File: config.mk
export PLATFORM = sky130hd
export DESIGN_NAME = capture_compare_timer
export DESIGN_NICKNAME = d
export VERILOG_FILES = /design/src/core/timer_pkg.sv /design/src/core/edge_sync.sv /design/src/core/phase_decoder.sv /design/src/core/capture_compare_timer.sv
export SDC_FILE = /design/constraint.sdc
export NUM_CORES = 2
export LEC_CHECK = 0
export ABC_CLOCK_PERIOD_IN_PS = 6050
export BUFFER_PORTS_ARGS = -buffer_cell sky130_fd_sc_hd__buf_2
export CORE_ASPECT_RATIO = 1.25
export CORE_MARGIN = 3
export CORE_UTILIZATION = 40
export CTS_CLUSTER_SIZE = 14
export DETAILED_ROUTE_END_ITERATION = 12
export PLACE_DENSITY = 0.6
export SLEW_MARGIN = 10
export SYNTH_ARGS = -nofsm -noshare
export SYNTH_HDL_FRONTEND = slang
export SYNTH_SLANG_ARGS = --single-unit
File: constraint.sdc
create_clock -name hclk -period 6.05 [get_ports hclk]
set_input_delay 0 -clock hclk [delete_from_list [all_inputs] [get_ports hclk]]
set_output_delay 0 -clock hclk [all_outputs]
set_load 0.02 [all_outputs]
File: src/core/timer_pkg.sv
package timer_pkg;

    localparam int NUM_CH     = 6;
    localparam int GR_PER_CH  = 4;
    localparam int NUM_TABLES = 3;
    localparam int IO_FIELD_W = 4;
    localparam int CTRL_W     = 11;

    // Channel capability masks, bit n is channel n
    localparam logic [NUM_CH-1:0] BUF_CH   = 6'h09;
    localparam logic [NUM_CH-1:0] PHASE_CH = 6'h36;
    localparam logic [NUM_CH-1:0] UPPER_CH = 6'h12;
    localparam logic [NUM_CH-1:0] UDF_CH   = 6'h36;

    // Byte offsets inside one channel window, and the table window
    localparam logic [7:0] CH_STRIDE  = 8'h20;
    localparam logic [7:0] OFF_CTRL   = 8'h00;
    localparam logic [7:0] OFF_IO     = 8'h04;
    localparam logic [7:0] OFF_COUNT  = 8'h08;
    localparam logic [7:0] OFF_GR_A   = 8'h0c;
    localparam logic [7:0] OFF_GR_D   = 8'h18;
    localparam logic [7:0] OFF_STATUS = 8'h1c;
    localparam logic [7:0] OFF_TABLE  = 8'hc0;

    localparam logic [2:0] IDX_CTRL   = OFF_CTRL[4:2];
    localparam logic [2:0] IDX_IO     = OFF_IO[4:2];
    localparam logic [2:0] IDX_COUNT  = OFF_COUNT[4:2];
    localparam logic [2:0] IDX_GR_A   = OFF_GR_A[4:2];
    localparam logic [2:0] IDX_GR_D   = OFF_GR_D[4:2];
    localparam logic [2:0] IDX_STATUS = OFF_STATUS[4:2];
    localparam logic [2:0] TABLE_WIN  = OFF_TABLE[7:5];

    // Per-register io field: bit 3 capture, bits 1:0 edge or action
    localparam int IO_CAP_BIT = 3;
    localparam int EDGE_RISE  = 0;
    localparam int EDGE_FALL  = 1;
    localparam logic [1:0] ACT_NONE   = 2'h0;
    localparam logic [1:0] ACT_LOW    = 2'h1;
    localparam logic [1:0] ACT_HIGH   = 2'h2;
    localparam logic [1:0] ACT_TOGGLE = 2'h3;

    localparam int ST_OVF = 4;
    localparam int ST_UDF = 5;

    localparam logic [2:0]  PH_OFF  = 3'h0;
    localparam logic [2:0]  PH_ONE  = 3'h1;
    localparam logic [15:0] CNT_MAX = 16'hffff;

    // Mode one decode, index {a_prev, b_prev, a, b}
    localparam logic [31:0] MODE1_TABLE = 32'h4182_2814;

    localparam logic [15:0] IO_RESET    = 16'h0000;
    localparam logic [15:0] COUNT_RESET = 16'h0000;
    localparam logic [15:0] GR_RESET    = 16'hffff;
    localparam logic [31:0] TABLE_RESET = 32'h0000_0000;

    typedef struct packed {
        logic       run;
        logic [2:0] phase_mode;
        logic       cascade;
        logic       buf_en;
        logic       pwm1;
        logic       sync_en;
        logic [2:0] clr_sel;
    } ctrl_t;

    localparam ctrl_t CTRL_RESET = '0;

    typedef struct packed {
        logic       rd;
        logic       wr;
        logic [7:0] addr;
    } bus_req_t;

endpackage

File: src/core/edge_sync.sv
`timescale 1ns/100ps
module edge_sync #(
    parameter int WIDTH = 1
) (
    input  wire logic             clk,
    input  wire logic             rst_n,
    input  wire logic [WIDTH-1:0] din,
    output logic      [WIDTH-1:0] level,
    output logic      [WIDTH-1:0] rise,
    output logic      [WIDTH-1:0] fall
);

    logic [WIDTH-1:0] meta_r;
    logic [WIDTH-1:0] sync_r;
    logic [WIDTH-1:0] prev_r;

    // Edges compare the second stage with a third; first stage stays private
    always_ff @(posedge clk or negedge rst_n) begin
        if (!rst_n) begin
            meta_r <= '0;
            sync_r <= '0;
            prev_r <= '0;
        end else begin
            meta_r <= din;
            sync_r <= meta_r;
            prev_r <= sync_r;
        end
    end

    assign level = sync_r;
    assign rise  = sync_r & ~prev_r;
    assign fall  = ~sync_r & prev_r;

endmodule

File: src/core/phase_decoder.sv
`timescale 1ns/100ps
module phase_decoder (
    input  wire logic        clk,
    input  wire logic        rst_n,
    input  wire logic        a,
    input  wire logic        b,
    input  wire logic [15:0] up_mask,
    input  wire logic [15:0] down_mask,
    output logic             up,
    output logic             down
);

    logic [1:0] prev_r;
    logic       valid_r;
    logic [3:0] idx;
    logic       moved;

    always_ff @(posedge clk or negedge rst_n) begin
        if (!rst_n) begin
            prev_r  <= 2'h0;
            valid_r <= 1'b0;
        end else begin
            prev_r  <= {a, b};
            valid_r <= 1'b1;
        end
    end

    // First sample after reset seeds history with the synchronizer's reset 00, so a pin high at reset reads as a move from 00
    always_comb begin
        idx   = {prev_r, a, b};
        moved = valid_r && (prev_r != {a, b});
        up    = moved && up_mask[idx] && !down_mask[idx];
        down  = moved && down_mask[idx] && !up_mask[idx];
    end

endmodule

File: src/core/capture_compare_timer.sv
// The AHB-Lite interface to the registers and the address map were left to the implementer.
`timescale 1ns/100ps
module capture_compare_timer
    import timer_pkg::*;
(
    input  wire logic                   hclk,
    input  wire logic                   hresetn,
    input  wire logic                   hsel,
    input  wire logic [31:0]            haddr,
    input  wire logic [1:0]             htrans,
    input  wire logic                   hwrite,
    input  wire logic [2:0]             hsize,
    input  wire logic [31:0]            hwdata,
    input  wire logic                   hready,
    output logic      [31:0]            hrdata,
    output logic                        hreadyout,
    output logic                        hresp,
    input  wire logic [NUM_CH-1:0][3:0] timer_io_pin_in,
    output logic      [NUM_CH-1:0][3:0] timer_io_pin_out,
    output logic      [NUM_CH-1:0][3:0] timer_io_pin_oe,
    input  wire logic                   phase_clock_in_a,
    input  wire logic                   phase_clock_in_b,
    input  wire logic                   phase_clock_in_c,
    input  wire logic                   phase_clock_in_d,
    output logic      [NUM_CH-1:0][5:0] timer_request
);

    bus_req_t                  req_r;
    bus_req_t                  req_nxt;
    logic [31:0]               hrdata_r;
    logic [31:0]               hrdata_nxt;
    logic [31:0]               rd_val;
    logic [2:0]                rc;
    logic [2:0]                ri;

    ctrl_t [NUM_CH-1:0]        ctrl_r;
    ctrl_t [NUM_CH-1:0]        ctrl_nxt;
    logic [NUM_CH-1:0][15:0]   io_r;
    logic [NUM_CH-1:0][15:0]   io_nxt;
    logic [NUM_CH-1:0][15:0]   cnt_r;
    logic [NUM_CH-1:0][15:0]   cnt_nxt;
    logic [NUM_CH-1:0][3:0][15:0] gr_r;
    logic [NUM_CH-1:0][3:0][15:0] gr_nxt;
    logic [NUM_CH-1:0][5:0]    flag_r;
    logic [NUM_CH-1:0][5:0]    flag_nxt;
    logic [NUM_CH-1:0][3:0]    pin_r;
    logic [NUM_CH-1:0][3:0]    pin_nxt;
    logic [NUM_CH-1:0]         moved_r;
    logic [NUM_CH-1:0]         moved_nxt;
    logic [NUM_TABLES-1:0][31:0] tbl_r;
    logic [NUM_TABLES-1:0][31:0] tbl_nxt;

    logic [NUM_CH-1:0][3:0]    pin_rise;
    logic [NUM_CH-1:0][3:0]    pin_fall;
    logic [3:0]                ph_lvl;
    logic [NUM_CH-1:0]         ph_up;
    logic [NUM_CH-1:0]         ph_dn;

    logic [NUM_CH:0]           up;
    logic [NUM_CH:0]           dn;
    logic [NUM_CH:0]           ovf;
    logic [NUM_CH:0]           udf;
    logic [NUM_CH-1:0][3:0]    live;
    logic [NUM_CH-1:0][3:0]    cap;
    logic [NUM_CH-1:0][3:0]    mat;
    logic [NUM_CH-1:0]         clr;
    logic                      sync_clr;
    logic [3:0]                fld;
    logic [3:0]                sfld;
    logic [2:0]                wc;
    logic [2:0]                wi;
    logic [15:0]               wdat;

    edge_sync #(.WIDTH(NUM_CH*4)) u_pin_sync (
        .clk   (hclk),
        .rst_n (hresetn),
        .din   (timer_io_pin_in),
        .level (),
        .rise  (pin_rise),
        .fall  (pin_fall)
    );

    edge_sync #(.WIDTH(4)) u_phase_sync (
        .clk   (hclk),
        .rst_n (hresetn),
        .din   ({phase_clock_in_d, phase_clock_in_c, phase_clock_in_b, phase_clock_in_a}),
        .level (ph_lvl),
        .rise  (),
        .fall  ()
    );

    // Channels 2 and 4 listen to the c/d pair, the rest to a/b
    for (genvar c = 0; c < NUM_CH; c++) begin : g_phase
        localparam int PA = (c == 2 || c == 4) ? 2 : 0;
        logic [31:0] tbl;

        always_comb begin
            unique case (ctrl_r[c].phase_mode)
                3'h2:    tbl = tbl_r[0];
                3'h3:    tbl = tbl_r[1];
                3'h4:    tbl = tbl_r[2];
                default: tbl = MODE1_TABLE;
            endcase
        end

        phase_decoder u_dec (
            .clk       (hclk),
            .rst_n     (hresetn),
            .a         (ph_lvl[PA]),
            .b         (ph_lvl[PA+1]),
            .up_mask   (tbl[15:0]),
            .down_mask (tbl[31:16]),
            .up        (ph_up[c]),
            .down      (ph_dn[c])
        );
    end

    // Reads take one wait state so a write just before is always visible
    always_comb begin
        req_nxt.rd   = hsel && htrans[1] && hready && !hwrite;
        req_nxt.wr   = hsel && htrans[1] && hready && hwrite;
        req_nxt.addr = (hsel && htrans[1] && hready) ? haddr[7:0] : req_r.addr;
        rc           = req_r.addr[7:5];
        ri           = req_r.addr[4:2];
        rd_val       = '0;
        if (rc < 3'(NUM_CH)) begin
            if (ri == IDX_CTRL) begin
                rd_val[CTRL_W-1:0] = ctrl_r[rc];
            end else if (ri == IDX_IO) begin
                rd_val[15:0] = io_r[rc];
            end else if (ri == IDX_COUNT) begin
                rd_val[15:0] = cnt_r[rc];
            end else if (ri == IDX_STATUS) begin
                rd_val[5:0] = flag_r[rc];
            end else if (BUF_CH[rc] || ri < IDX_GR_A + 3'h2) begin
                rd_val[15:0] = gr_r[rc][2'(ri - IDX_GR_A)];
            end
        end else if (rc == TABLE_WIN && ri < 3'(NUM_TABLES)) begin
            rd_val = tbl_r[ri[1:0]];
        end
        hrdata_nxt = req_r.rd ? rd_val : hrdata_r;
    end

    always_ff @(posedge hclk or negedge hresetn) begin
        if (!hresetn) begin
            req_r    <= '0;
            hrdata_r <= 32'h0000_0000;
        end else begin
            req_r    <= req_nxt;
            hrdata_r <= hrdata_nxt;
        end
    end

    assign hrdata    = hrdata_r;
    assign hreadyout = !req_r.rd;
    assign hresp     = 1'b0;

    always_comb begin
        ctrl_nxt = ctrl_r;
        io_nxt   = io_r;
        cnt_nxt  = cnt_r;
        gr_nxt   = gr_r;
        flag_nxt = flag_r;
        pin_nxt  = pin_r;
        tbl_nxt  = tbl_r;
        up       = '0;
        dn       = '0;
        ovf      = '0;
        udf      = '0;
        live     = '0;
        cap      = '0;
        mat      = '0;
        clr      = '0;
        sync_clr = 1'b0;
        fld      = '0;
        sfld     = '0;
        wc       = req_r.addr[7:5];
        wi       = req_r.addr[4:2];
        wdat     = hwdata[15:0];

        // Lower cascade channel sits above its upper one, so walk downward
        for (int c = NUM_CH - 1; c >= 0; c--) begin
            if (!ctrl_r[c].run) begin
                up[c] = 1'b0;
            end else if (PHASE_CH[c] && ctrl_r[c].phase_mode != PH_OFF) begin
                up[c] = ph_up[c];
                dn[c] = ph_dn[c];
            end else if (UPPER_CH[c] && ctrl_r[c].cascade) begin
                up[c] = ovf[c+1];
                dn[c] = udf[c+1];
            end else begin
                up[c] = 1'b1;
            end
            ovf[c] = up[c] && cnt_r[c] == CNT_MAX;
            udf[c] = dn[c] && cnt_r[c] == COUNT_RESET;
        end

        for (int c = 0; c < NUM_CH; c++) begin
            for (int i = 0; i < GR_PER_CH; i++) begin
                fld        = io_r[c][IO_FIELD_W*i +: IO_FIELD_W];
                live[c][i] = (i < 2) || (BUF_CH[c] && !ctrl_r[c].buf_en);
                if (fld[IO_CAP_BIT]) begin
                    cap[c][i] = live[c][i] && ((fld[EDGE_RISE] && pin_rise[c][i])
                                || (fld[EDGE_FALL] && pin_fall[c][i]));
                end else begin
                    mat[c][i] = live[c][i] && moved_r[c] && cnt_r[c] == gr_r[c][i];
                end
            end
            if (ctrl_r[c].clr_sel != 3'h0 && ctrl_r[c].clr_sel <= 3'h4) begin
                clr[c] = cap[c][2'(ctrl_r[c].clr_sel - 3'h1)]
                       | mat[c][2'(ctrl_r[c].clr_sel - 3'h1)];
            end
            sync_clr = sync_clr | (clr[c] && ctrl_r[c].sync_en);
        end

        for (int c = 0; c < NUM_CH; c++) begin
            if (clr[c] || (sync_clr && ctrl_r[c].sync_en)) begin
                cnt_nxt[c] = COUNT_RESET;
            end else if (up[c]) begin
                cnt_nxt[c] = cnt_r[c] + 16'h0001;
            end else if (dn[c]) begin
                cnt_nxt[c] = cnt_r[c] - 16'h0001;
            end

            // Each channel captures on its own pin edge; buffered A/B push their old value into C/D
            for (int i = 0; i < GR_PER_CH; i++) begin
                if (cap[c][i]) begin
                    gr_nxt[c][i] = cnt_r[c];
                    if (i < 2 && BUF_CH[c] && ctrl_r[c].buf_en) begin
                        gr_nxt[c][2'(i + 2)] = gr_r[c][i];
                    end
                end else if (mat[c][i] && i < 2 && BUF_CH[c] && ctrl_r[c].buf_en) begin
                    gr_nxt[c][i] = gr_r[c][2'(i + 2)];
                end
            end

            // In PWM one an even pin also obeys its odd partner; the odd register wins a tie
            for (int p = 0; p < GR_PER_CH; p++) begin
                for (int s = p; s <= p + 1 && s < GR_PER_CH; s++) begin
                    sfld = io_r[c][IO_FIELD_W*s +: IO_FIELD_W];
                    if (mat[c][s] && (s == p || (ctrl_r[c].pwm1 && p % 2 == 0))) begin
                        unique case (sfld[1:0])
                            ACT_NONE:   pin_nxt[c][p] = pin_nxt[c][p];
                            ACT_LOW:    pin_nxt[c][p] = 1'b0;
                            ACT_HIGH:   pin_nxt[c][p] = 1'b1;
                            ACT_TOGGLE: pin_nxt[c][p] = ~pin_nxt[c][p];
                        endcase
                    end
                end
            end

            // Only a set on a clear flag wins over a same-cycle write-one clear
            flag_nxt[c][3:0] = flag_r[c][3:0] | ((cap[c] | mat[c]) & live[c]);
            flag_nxt[c][ST_OVF] = flag_r[c][ST_OVF] | ovf[c];
            flag_nxt[c][ST_UDF] = flag_r[c][ST_UDF] | (udf[c] && UDF_CH[c]);
            if (req_r.wr && wc == 3'(c) && wi == IDX_STATUS) begin
                flag_nxt[c] = (flag_r[c] & ~hwdata[5:0]) | (flag_nxt[c] & ~flag_r[c]);
            end
        end

        if (req_r.wr && wc < 3'(NUM_CH)) begin
            if (wi == IDX_CTRL) begin
                ctrl_nxt[wc] = hwdata[CTRL_W-1:0];
                if (!BUF_CH[wc]) begin
                    ctrl_nxt[wc].buf_en = 1'b0;
                end
                if (!PHASE_CH[wc]) begin
                    ctrl_nxt[wc].phase_mode = PH_OFF;
                end
                if (!UPPER_CH[wc]) begin
                    ctrl_nxt[wc].cascade = 1'b0;
                end
            end else if (wi == IDX_IO) begin
                io_nxt[wc] = wdat;
            end else if (wi == IDX_COUNT) begin
                for (int k = 0; k < NUM_CH; k++) begin
                    if (3'(k) == wc || (ctrl_r[wc].sync_en && ctrl_r[k].sync_en)) begin
                        cnt_nxt[k] = wdat;
                    end
                end
            end else if (wi >= IDX_GR_A && wi <= IDX_GR_D) begin
                if (wi < IDX_GR_A + 3'h2 || BUF_CH[wc]) begin
                    gr_nxt[wc][2'(wi - IDX_GR_A)] = wdat;
                end
            end
        end else if (req_r.wr && wc == TABLE_WIN && wi < 3'(NUM_TABLES)) begin
            tbl_nxt[wi[1:0]] = hwdata;
        end

        for (int c = 0; c < NUM_CH; c++) begin
            moved_nxt[c] = cnt_nxt[c] != cnt_r[c];
        end
    end

    always_ff @(posedge hclk or negedge hresetn) begin
        if (!hresetn) begin
            ctrl_r  <= {NUM_CH{CTRL_RESET}};
            io_r    <= {NUM_CH{IO_RESET}};
            cnt_r   <= {NUM_CH{COUNT_RESET}};
            gr_r    <= {NUM_CH*GR_PER_CH{GR_RESET}};
            flag_r  <= '0;
            pin_r   <= '0;
            moved_r <= '0;
            tbl_r   <= {NUM_TABLES{TABLE_RESET}};
        end else begin
            ctrl_r  <= ctrl_nxt;
            io_r    <= io_nxt;
            cnt_r   <= cnt_nxt;
            gr_r    <= gr_nxt;
            flag_r  <= flag_nxt;
            pin_r   <= pin_nxt;
            moved_r <= moved_nxt;
            tbl_r   <= tbl_nxt;
        end
    end

    // Odd pins in PWM one are idle; their register only sets the edge
    always_comb begin
        for (int c = 0; c < NUM_CH; c++) begin
            for (int p = 0; p < GR_PER_CH; p++) begin
                timer_io_pin_oe[c][p] = live[c][p]
                    && !io_r[c][IO_FIELD_W*p + IO_CAP_BIT]
                    && (ctrl_r[c].pwm1 ? (p % 2 == 0)
                                       : io_r[c][IO_FIELD_W*p +: 2] != ACT_NONE);
            end
        end
    end

    assign timer_io_pin_out = pin_r;
    assign timer_request    = flag_r;

endmodule

After elaboration in Yosys (flattened, before gate mapping)
Memory sizes are Yosys's and may differ from the RTL's.
Index checks and enable logic that the tools add are counted.
Storage, ports and cells
  input bits: 102
  output and inout port bits: 118
  bits in writable memories: 0
  memories: 3
  bits in latches: 0
  bits in registers: 917
  ROM bits: 24
Cells by class
  muxes and demuxes: 275
  shifts and indexed selects: 0
  $add $sub $neg: 17
  reduce and logical (&&, ||, !) cells: 279
  divide/modulo/power cells: 0
  $lt $le $gt $ge: 25
  equal/unequal tests: 104
  $mul: 0
  bitwise logic cells: 100
Memories
  (no name shown): depth 8, bits a word 1, rd ports 1, clocked after Yosys merged registers in 0, wr ports 0, RTL line capture_compare_timer.sv:282  | if (wi < IDX_GR_A + 3'h2 || BUF_CH[wc]) begin
  (no name shown): depth 8, bits a word 1, rd ports 1, clocked after Yosys merged registers in 0, wr ports 0, RTL line capture_compare_timer.sv:270  | if (!UPPER_CH[wc]) begin
  (no name shown): depth 8, bits a word 1, rd ports 1, clocked after Yosys merged registers in 0, wr ports 0, RTL line capture_compare_timer.sv:267  | if (!PHASE_CH[wc]) begin
Operator list (number)
  $mux 352: 6
  $mux 16: 52
  $mux 66: 7
  $bwmux 384: 1
  $mux 96: 4
  $pmux 32 s3: 4
  $bwmux 66: 4
  $eq 16x16->1: 16
  $bmux 64 s3: 1
  $bwmux 96: 2
  $demux 64 s3: 1
  $logic_and 1x1->1: 162
  $demux 11 s3: 4
  $mux 64: 2
  $mux 1: 115
  $add 16x1->16 const B: 6
  $bmux 16 s3: 2
  $eq 16x16->1 const B: 6
  $mux 32: 3
  $ne 16x16->1: 6
  $and 6x6->6: 12
  $bmux 32 s2: 1
  $demux 32 s2: 1
  $eq 2x2->1 const B: 32
  54 further kinds: 350

Logic depth before layout (Yosys ltp)
  depth in word-level cells: 25
  gate-level depth with buffers: 17

Cells and area by module
Synthesis repeated with hierarchy kept, for this count alone.
Second synthesis, totals
  cells, all modules: 6321
  area total of the unflattened synthesis: 57345.0 µm²
Modules (own cells, without submodules)
  capture_compare_timer: times used 1, cells an instance 6081, area each 53201.0 µm²
  edge_sync (u_pin_sync): times used 1, cells an instance 120, area each 2222.1 µm²
  phase_decoder: times used 4, cells an instance 25, area each 387.9 µm²
  edge_sync (u_phase_sync): times used 1, cells an instance 20, area each 370.4 µm²

Least setup slack after synthesis
No wires, ideal clock.
  kind: reg2reg
  from: register req_r (netlist bit rc[1])
  to: register gr_r[101] (netlist name)
  data required time: 5968 ps
  library setup time: 82 ps
  period minus slack after synthesis: 4217 ps
  data arrival time: 4135 ps
  setup slack: 1833 ps
  stages on the path, launching flop included: 14
  cell sequence: dfrtp_1 -> clkbuf_1 -> clkinv_1 -> clkbuf_1 -> clkbuf_1 -> buf_1 -> ha_1 -> nor2_1 -> nor2_1 -> a2111oi_0 -> nand2_1 -> nor2_1 -> clkbuf_1 -> mux2_2
Between the ends
  longest elaborated chain between the ends: 5
RTL lines
  from (decl): RTL line capture_compare_timer.sv:28  | bus_req_t req_r;
  from (signal assigned): RTL line capture_compare_timer.sv:149  | req_r <= req_nxt;
  $lt 3x4->1 (implied by the code) or $ge 3x1->1 (tied branches): RTL line capture_compare_timer.sv:283  | gr_nxt[wc][2'(wi - IDX_GR_A)] = wdat;
  $logic_and 1x1->1 (implied by the code): RTL line capture_compare_timer.sv:283
  $mux 64 (implied by the code): RTL line capture_compare_timer.sv:283
  $demux 64 s3: RTL line capture_compare_timer.sv:283
  $bwmux 384: RTL line capture_compare_timer.sv:283
  to (signal assigned): RTL line capture_compare_timer.sv:300  | gr_r <= {NUM_CH*GR_PER_CH{GR_RESET}};
  to (signal assigned): RTL line capture_compare_timer.sv:309  | gr_r <= gr_nxt;
  to (decl): RTL line capture_compare_timer.sv:42  | logic [NUM_CH-1:0][3:0][15:0] gr_r;
Parallel ways exist; a longest one is shown, timed or not. The select of a mux whose other input is x is not followed.
A chain may end at the register's enable or synchronous reset.

Worst setup path after layout
  from: register ctrl_r[5] (netlist name)
  to: register moved_r[4]
Between the ends
  longest elaborated chain between the ends: 23
RTL lines
  from (decl): RTL line capture_compare_timer.sv:36  | ctrl_t [NUM_CH-1:0] ctrl_r;
  from (signal assigned): RTL line capture_compare_timer.sv:297  | ctrl_r <= {NUM_CH{CTRL_RESET}};
  from (signal assigned): RTL line capture_compare_timer.sv:306  | ctrl_r <= ctrl_nxt;
  $logic_not 1->1 (*): RTL line capture_compare_timer.sv:201  | live[c][i] = (i < 2) || (BUF_CH[c] && !ctrl_r[c].buf_en);
  $logic_and 1x1->1 (2 in series): RTL line capture_compare_timer.sv:206  | mat[c][i] = live[c][i] && moved_r[c] && cnt_r[c] == gr_r[c][i];
  $mux 1: RTL line capture_compare_timer.sv:202  | if (fld[IO_CAP_BIT]) begin
  $bmux 1 s2: RTL line capture_compare_timer.sv:211  | | mat[c][2'(ctrl_r[c].clr_sel - 3'h1)];
  $mux 1 (implied by the code): RTL line capture_compare_timer.sv:211
  $or 1x1->1 (*): RTL line capture_compare_timer.sv:211
  $mux 1 (*): RTL line capture_compare_timer.sv:209  | if (ctrl_r[c].clr_sel != 3'h0 && ctrl_r[c].clr_sel <= 3'h4) begin
  $logic_and 1x1->1 (*): RTL line capture_compare_timer.sv:213  | sync_clr = sync_clr | (clr[c] && ctrl_r[c].sync_en);
  [... 7 more ...]
  $mux 16 (*): RTL line capture_compare_timer.sv:217  | if (clr[c] || (sync_clr && ctrl_r[c].sync_en)) begin
  $mux 16: RTL line capture_compare_timer.sv:277  | if (3'(k) == wc || (ctrl_r[wc].sync_en && ctrl_r[k].sync_en)) begin
  $mux 96: RTL line capture_compare_timer.sv:275  | end else if (wi == IDX_COUNT) begin
  $mux 96: RTL line capture_compare_timer.sv:273  | end else if (wi == IDX_IO) begin
  $mux 96: RTL line capture_compare_timer.sv:262  | if (wi == IDX_CTRL) begin
  $mux 96 (*): RTL line capture_compare_timer.sv:261  | if (req_r.wr && wc < 3'(NUM_CH)) begin
  $ne 16x16->1 (*): RTL line capture_compare_timer.sv:291  | moved_nxt[c] = cnt_nxt[c] != cnt_r[c];
  via moved_nxt[4]: RTL line capture_compare_timer.sv:49  | logic [NUM_CH-1:0] moved_nxt;
  to (signal assigned): RTL line capture_compare_timer.sv:312  | moved_r <= moved_nxt;
  to (decl): RTL line capture_compare_timer.sv:48  | logic [NUM_CH-1:0] moved_r;
The timed path passes the listed nets; every way through them passes the cells marked *. The select of a mux whose other input is x is not followed.

==> results.sh <==
export IMPL_status="completed"
export IMPL_first_pass_iters=6
export IMPL_root_buffer="clkbuf_16"
export IMPL_path_max_fanout=12
export IMPL_crit_family="simple AND/OR/NAND/NOR gates"
export IMPL_postSynthCellCount=6117
export IMPL_rows=152
export IMPL_die_area_mm2=0.144
export IMPL_wl_met1_um=99500
export IMPL_irDropWorstVdd_mv=0.266
export IMPL_maxSlewHeadroom=0.136
export IMPL_maxCapViolations=0
export IMPL_min_from="haddr[7]"
export IMPL_nets=6321
export IMPL_fp_dieW_um=340
export IMPL_cts_sinks=897
export IMPL_port_buffers=164
export IMPL_r2r_start="ctrl_r[5]"
export IMPL_drtIter0Drc=6415
export IMPL_vias_per_cell=6.44
export IMPL_grt_use_total=0.367
export IMPL_leakagePower_nw=26.4
export IMPL_start_kind="register"
export IMPL_initial_core_util=0.405
export IMPL_drtAntennaViolNets=0
export IMPL_grt_max_degree=171
export IMPL_path_cells="nor2_1 > nand4_1 > nor4_4 > o211ai_2 > or4b_4 > nand3_4 > a21o_1 > buf_4 > a221o_1 > o211ai_1 > nand4b_1"
export IMPL_final_util=0.460
export IMPL_synth_cell_types=99
export IMPL_cts_made_buffers=99
export IMPL_wl_per_cell_um=33.3
export IMPL_cts_buffer_depth=3
export IMPL_routed_top_layer="met5"
export IMPL_gr_total_overflow=0
export IMPL_core_area_mm2=0.138
export IMPL_met3_length_um=23500
export IMPL_synth_area_mm2=0.0559
export IMPL_areaGrowthSynthToFinish_pct=13.8
export IMPL_vias=52400
export IMPL_synth_seq_cells=897
export IMPL_hpwlAfterDp_um=193000
export IMPL_slew_violations=0
export IMPL_insertion_delay_ns=0.78
export IMPL_worstPathArrival_ns=6.09
export IMPL_hold_path_class="input pin to register"
export IMPL_drt_total_wl_um=271000
export IMPL_ctsResizeCount=0
export IMPL_yosysSeqAreaShare=0.411
export IMPL_drive_gt1_frac=0.232
export IMPL_cp_required_ns=6.70
export IMPL_p_per_area_mw_per_mm2=353
export IMPL_setup_viol=0
export IMPL_pin_count=220
export IMPL_period_share=0.900
export IMPL_final_common_cell="nand2_1"
export IMPL_die_y_um=424
export IMPL_place_gp_congestion=1.07
export IMPL_yosys_warnings=0
export IMPL_p_total_mw=22.4
export IMPL_crit_type="register to register"
export IMPL_cp_slowest_cell="nor4_4"
export IMPL_critPathLaunch="ctrl_r[5]"
export IMPL_grt_pass1_wl_um=383000
export IMPL_fin_crit_ns=5.44
export IMPL_async_reset_ff_frac=1.00
export IMPL_final_cell_mix="707 x nand2_1, 606 x o21ai_0, 504 x dfrtp_1"
export IMPL_syn_area_per_cell_um2=9.13
export IMPL_cp_buffers_inverters=1
export IMPL_clock_fmax_mhz=184
export IMPL_route_met2_wl_um=120000
export IMPL_antenna_found_initial=19
export IMPL_worst_slew_pin_slew_ns=1.28
export IMPL_synth_flop_cell="dfrtp_1"
export IMPL_cts_clk_slew_worst_paths_ns=0.07
export IMPL_clock_skew_ns=0.0654
export IMPL_synth_edf_count=0
export IMPL_finalSetupTns_ns=0
export IMPL_hold_viol=0
export IMPL_drc=0
export IMPL_max_stage_delay_ns=1.04
export IMPL_end_kind="register"
export IMPL_rsz0062_at_grt="false"
export IMPL_grt_pass1_vias=50700
export IMPL_htreeDepth=3
export IMPL_cts_tree="built"
## logic make-up (layout without fill, tap and decap cells)
family          count (synthesis)  after routing  share of synthesized area
mux                           779            779                      0.149
compound gates               1676           1676                      0.187
buf+inv                       668            805                     0.0477
other cells                     2             28                   0.000134
fa+ha+maj                      32             32                    0.00717
simple gates                 1702           1702                      0.141
xor+xnor                      361            361                     0.0566
flops                         897            897                      0.411
## area by class of cell
cell class	count	area (um^2)
flip-flops and latches	897	22900
repair buffers	524	3910
inverters	97	364
multi-input cells	4568	30500
fillers	13400	74500
diodes	10	25.0
clock inverters	49	736
well taps	1848	2310
clock buffers	135	2770
## synth_stat cells, types with 94 or more instances
| cell | instances | area share |
|---|---|---|
| dfrtp_1 | 513 | 0.23 |
| o21ai_0 | 607 | 0.054 |
| a22oi_1 | 128 | 0.017 |
| a21oi_1 | 348 | 0.031 |
| xor2_1 | 150 | 0.024 |
| mux2i_1 | 403 | 0.072 |
| clkbuf_1 | 462 | 0.031 |
| nand2_1 | 707 | 0.048 |
| dfstp_2 | 384 | 0.18 |
| xnor2_1 | 211 | 0.033 |
| mux2_2 | 369 | 0.074 |
| inv_1 | 94 | 0.0063 |
| nand3_1 | 153 | 0.014 |
| nor2_1 | 405 | 0.027 |
## state kept, by name, summed over array words and instances, names as in the netlist, 5 cells and up
signal and count:
u_pin_sync.level 16, gr_r 384, io_r 92, u_pin_sync.prev_r 16
ctrl_r 66, timer_io_pin_out 16, timer_request 36, tbl_r 96
cnt_r 96, moved_r 6, hrdata 32, req_r 5
u_pin_sync.meta_r 16
## path summary, 6_finish.rpt
| path | endpoint | slack [ns] | cells after the start |
|---|---|---|---|
| max in group asynchronous | io_r[80] | 4.73 | 3 |
| min in group asynchronous | timer_request[5] | 0.21 | 3 |
| max reg2reg | moved_r[4] | 0.61 | 11 |
| max | moved_r[4] | 0.61 | 11 |
| min reg2reg | u_pin_sync.level[4] | 0.34 | 0 |
| min | rc[2] | 0.03 | 3 |
## worst min-delay path: stages
cell           delay (ns)
dlygate4sd3_1        0.52
buf_2                0.12
mux2_2               0.13
## through the flow
step | setup WS [ns] | instances | hold slack, ns | instance area (um^2)
2_1_floorplan | 1.83 | 6133 | -0.296 | 55900
3_3_place_gp | 1.12 | 7844 | 0.107 | 59100
3_5_place_dp | 1.12 | 7844 | 0.109 | 59100
4_1_cts | 1.08 | 8117 | 0.00327 | 63500
5_1_grt | 0.586 | 8118 | 0.0277 | 63500
6_report | 0.607 | 8128 | 0.0273 | 63600
## layer usage
layer  up-vias  track usage
met4         8        0.311
met1     26200        0.436
met2      2978        0.567
li1      22200            -
met5         -            0
met3       932       0.0793
## power by group
part / internal, mW / switching [mW] / total, mW
clock network: 3.80 / 2.81 / 6.62
logic: 2.59 / 4.90 / 7.48
registers: 6.77 / 1.54 / 8.31
total: 13.2 / 9.25 / 22.4
## repair_timing
action	4_1_cts	5_1_grt
hold endpoints to repair	497	0
hold buffers	89	0
setup buffers	0	0
(Power assumes the default switching activity.)
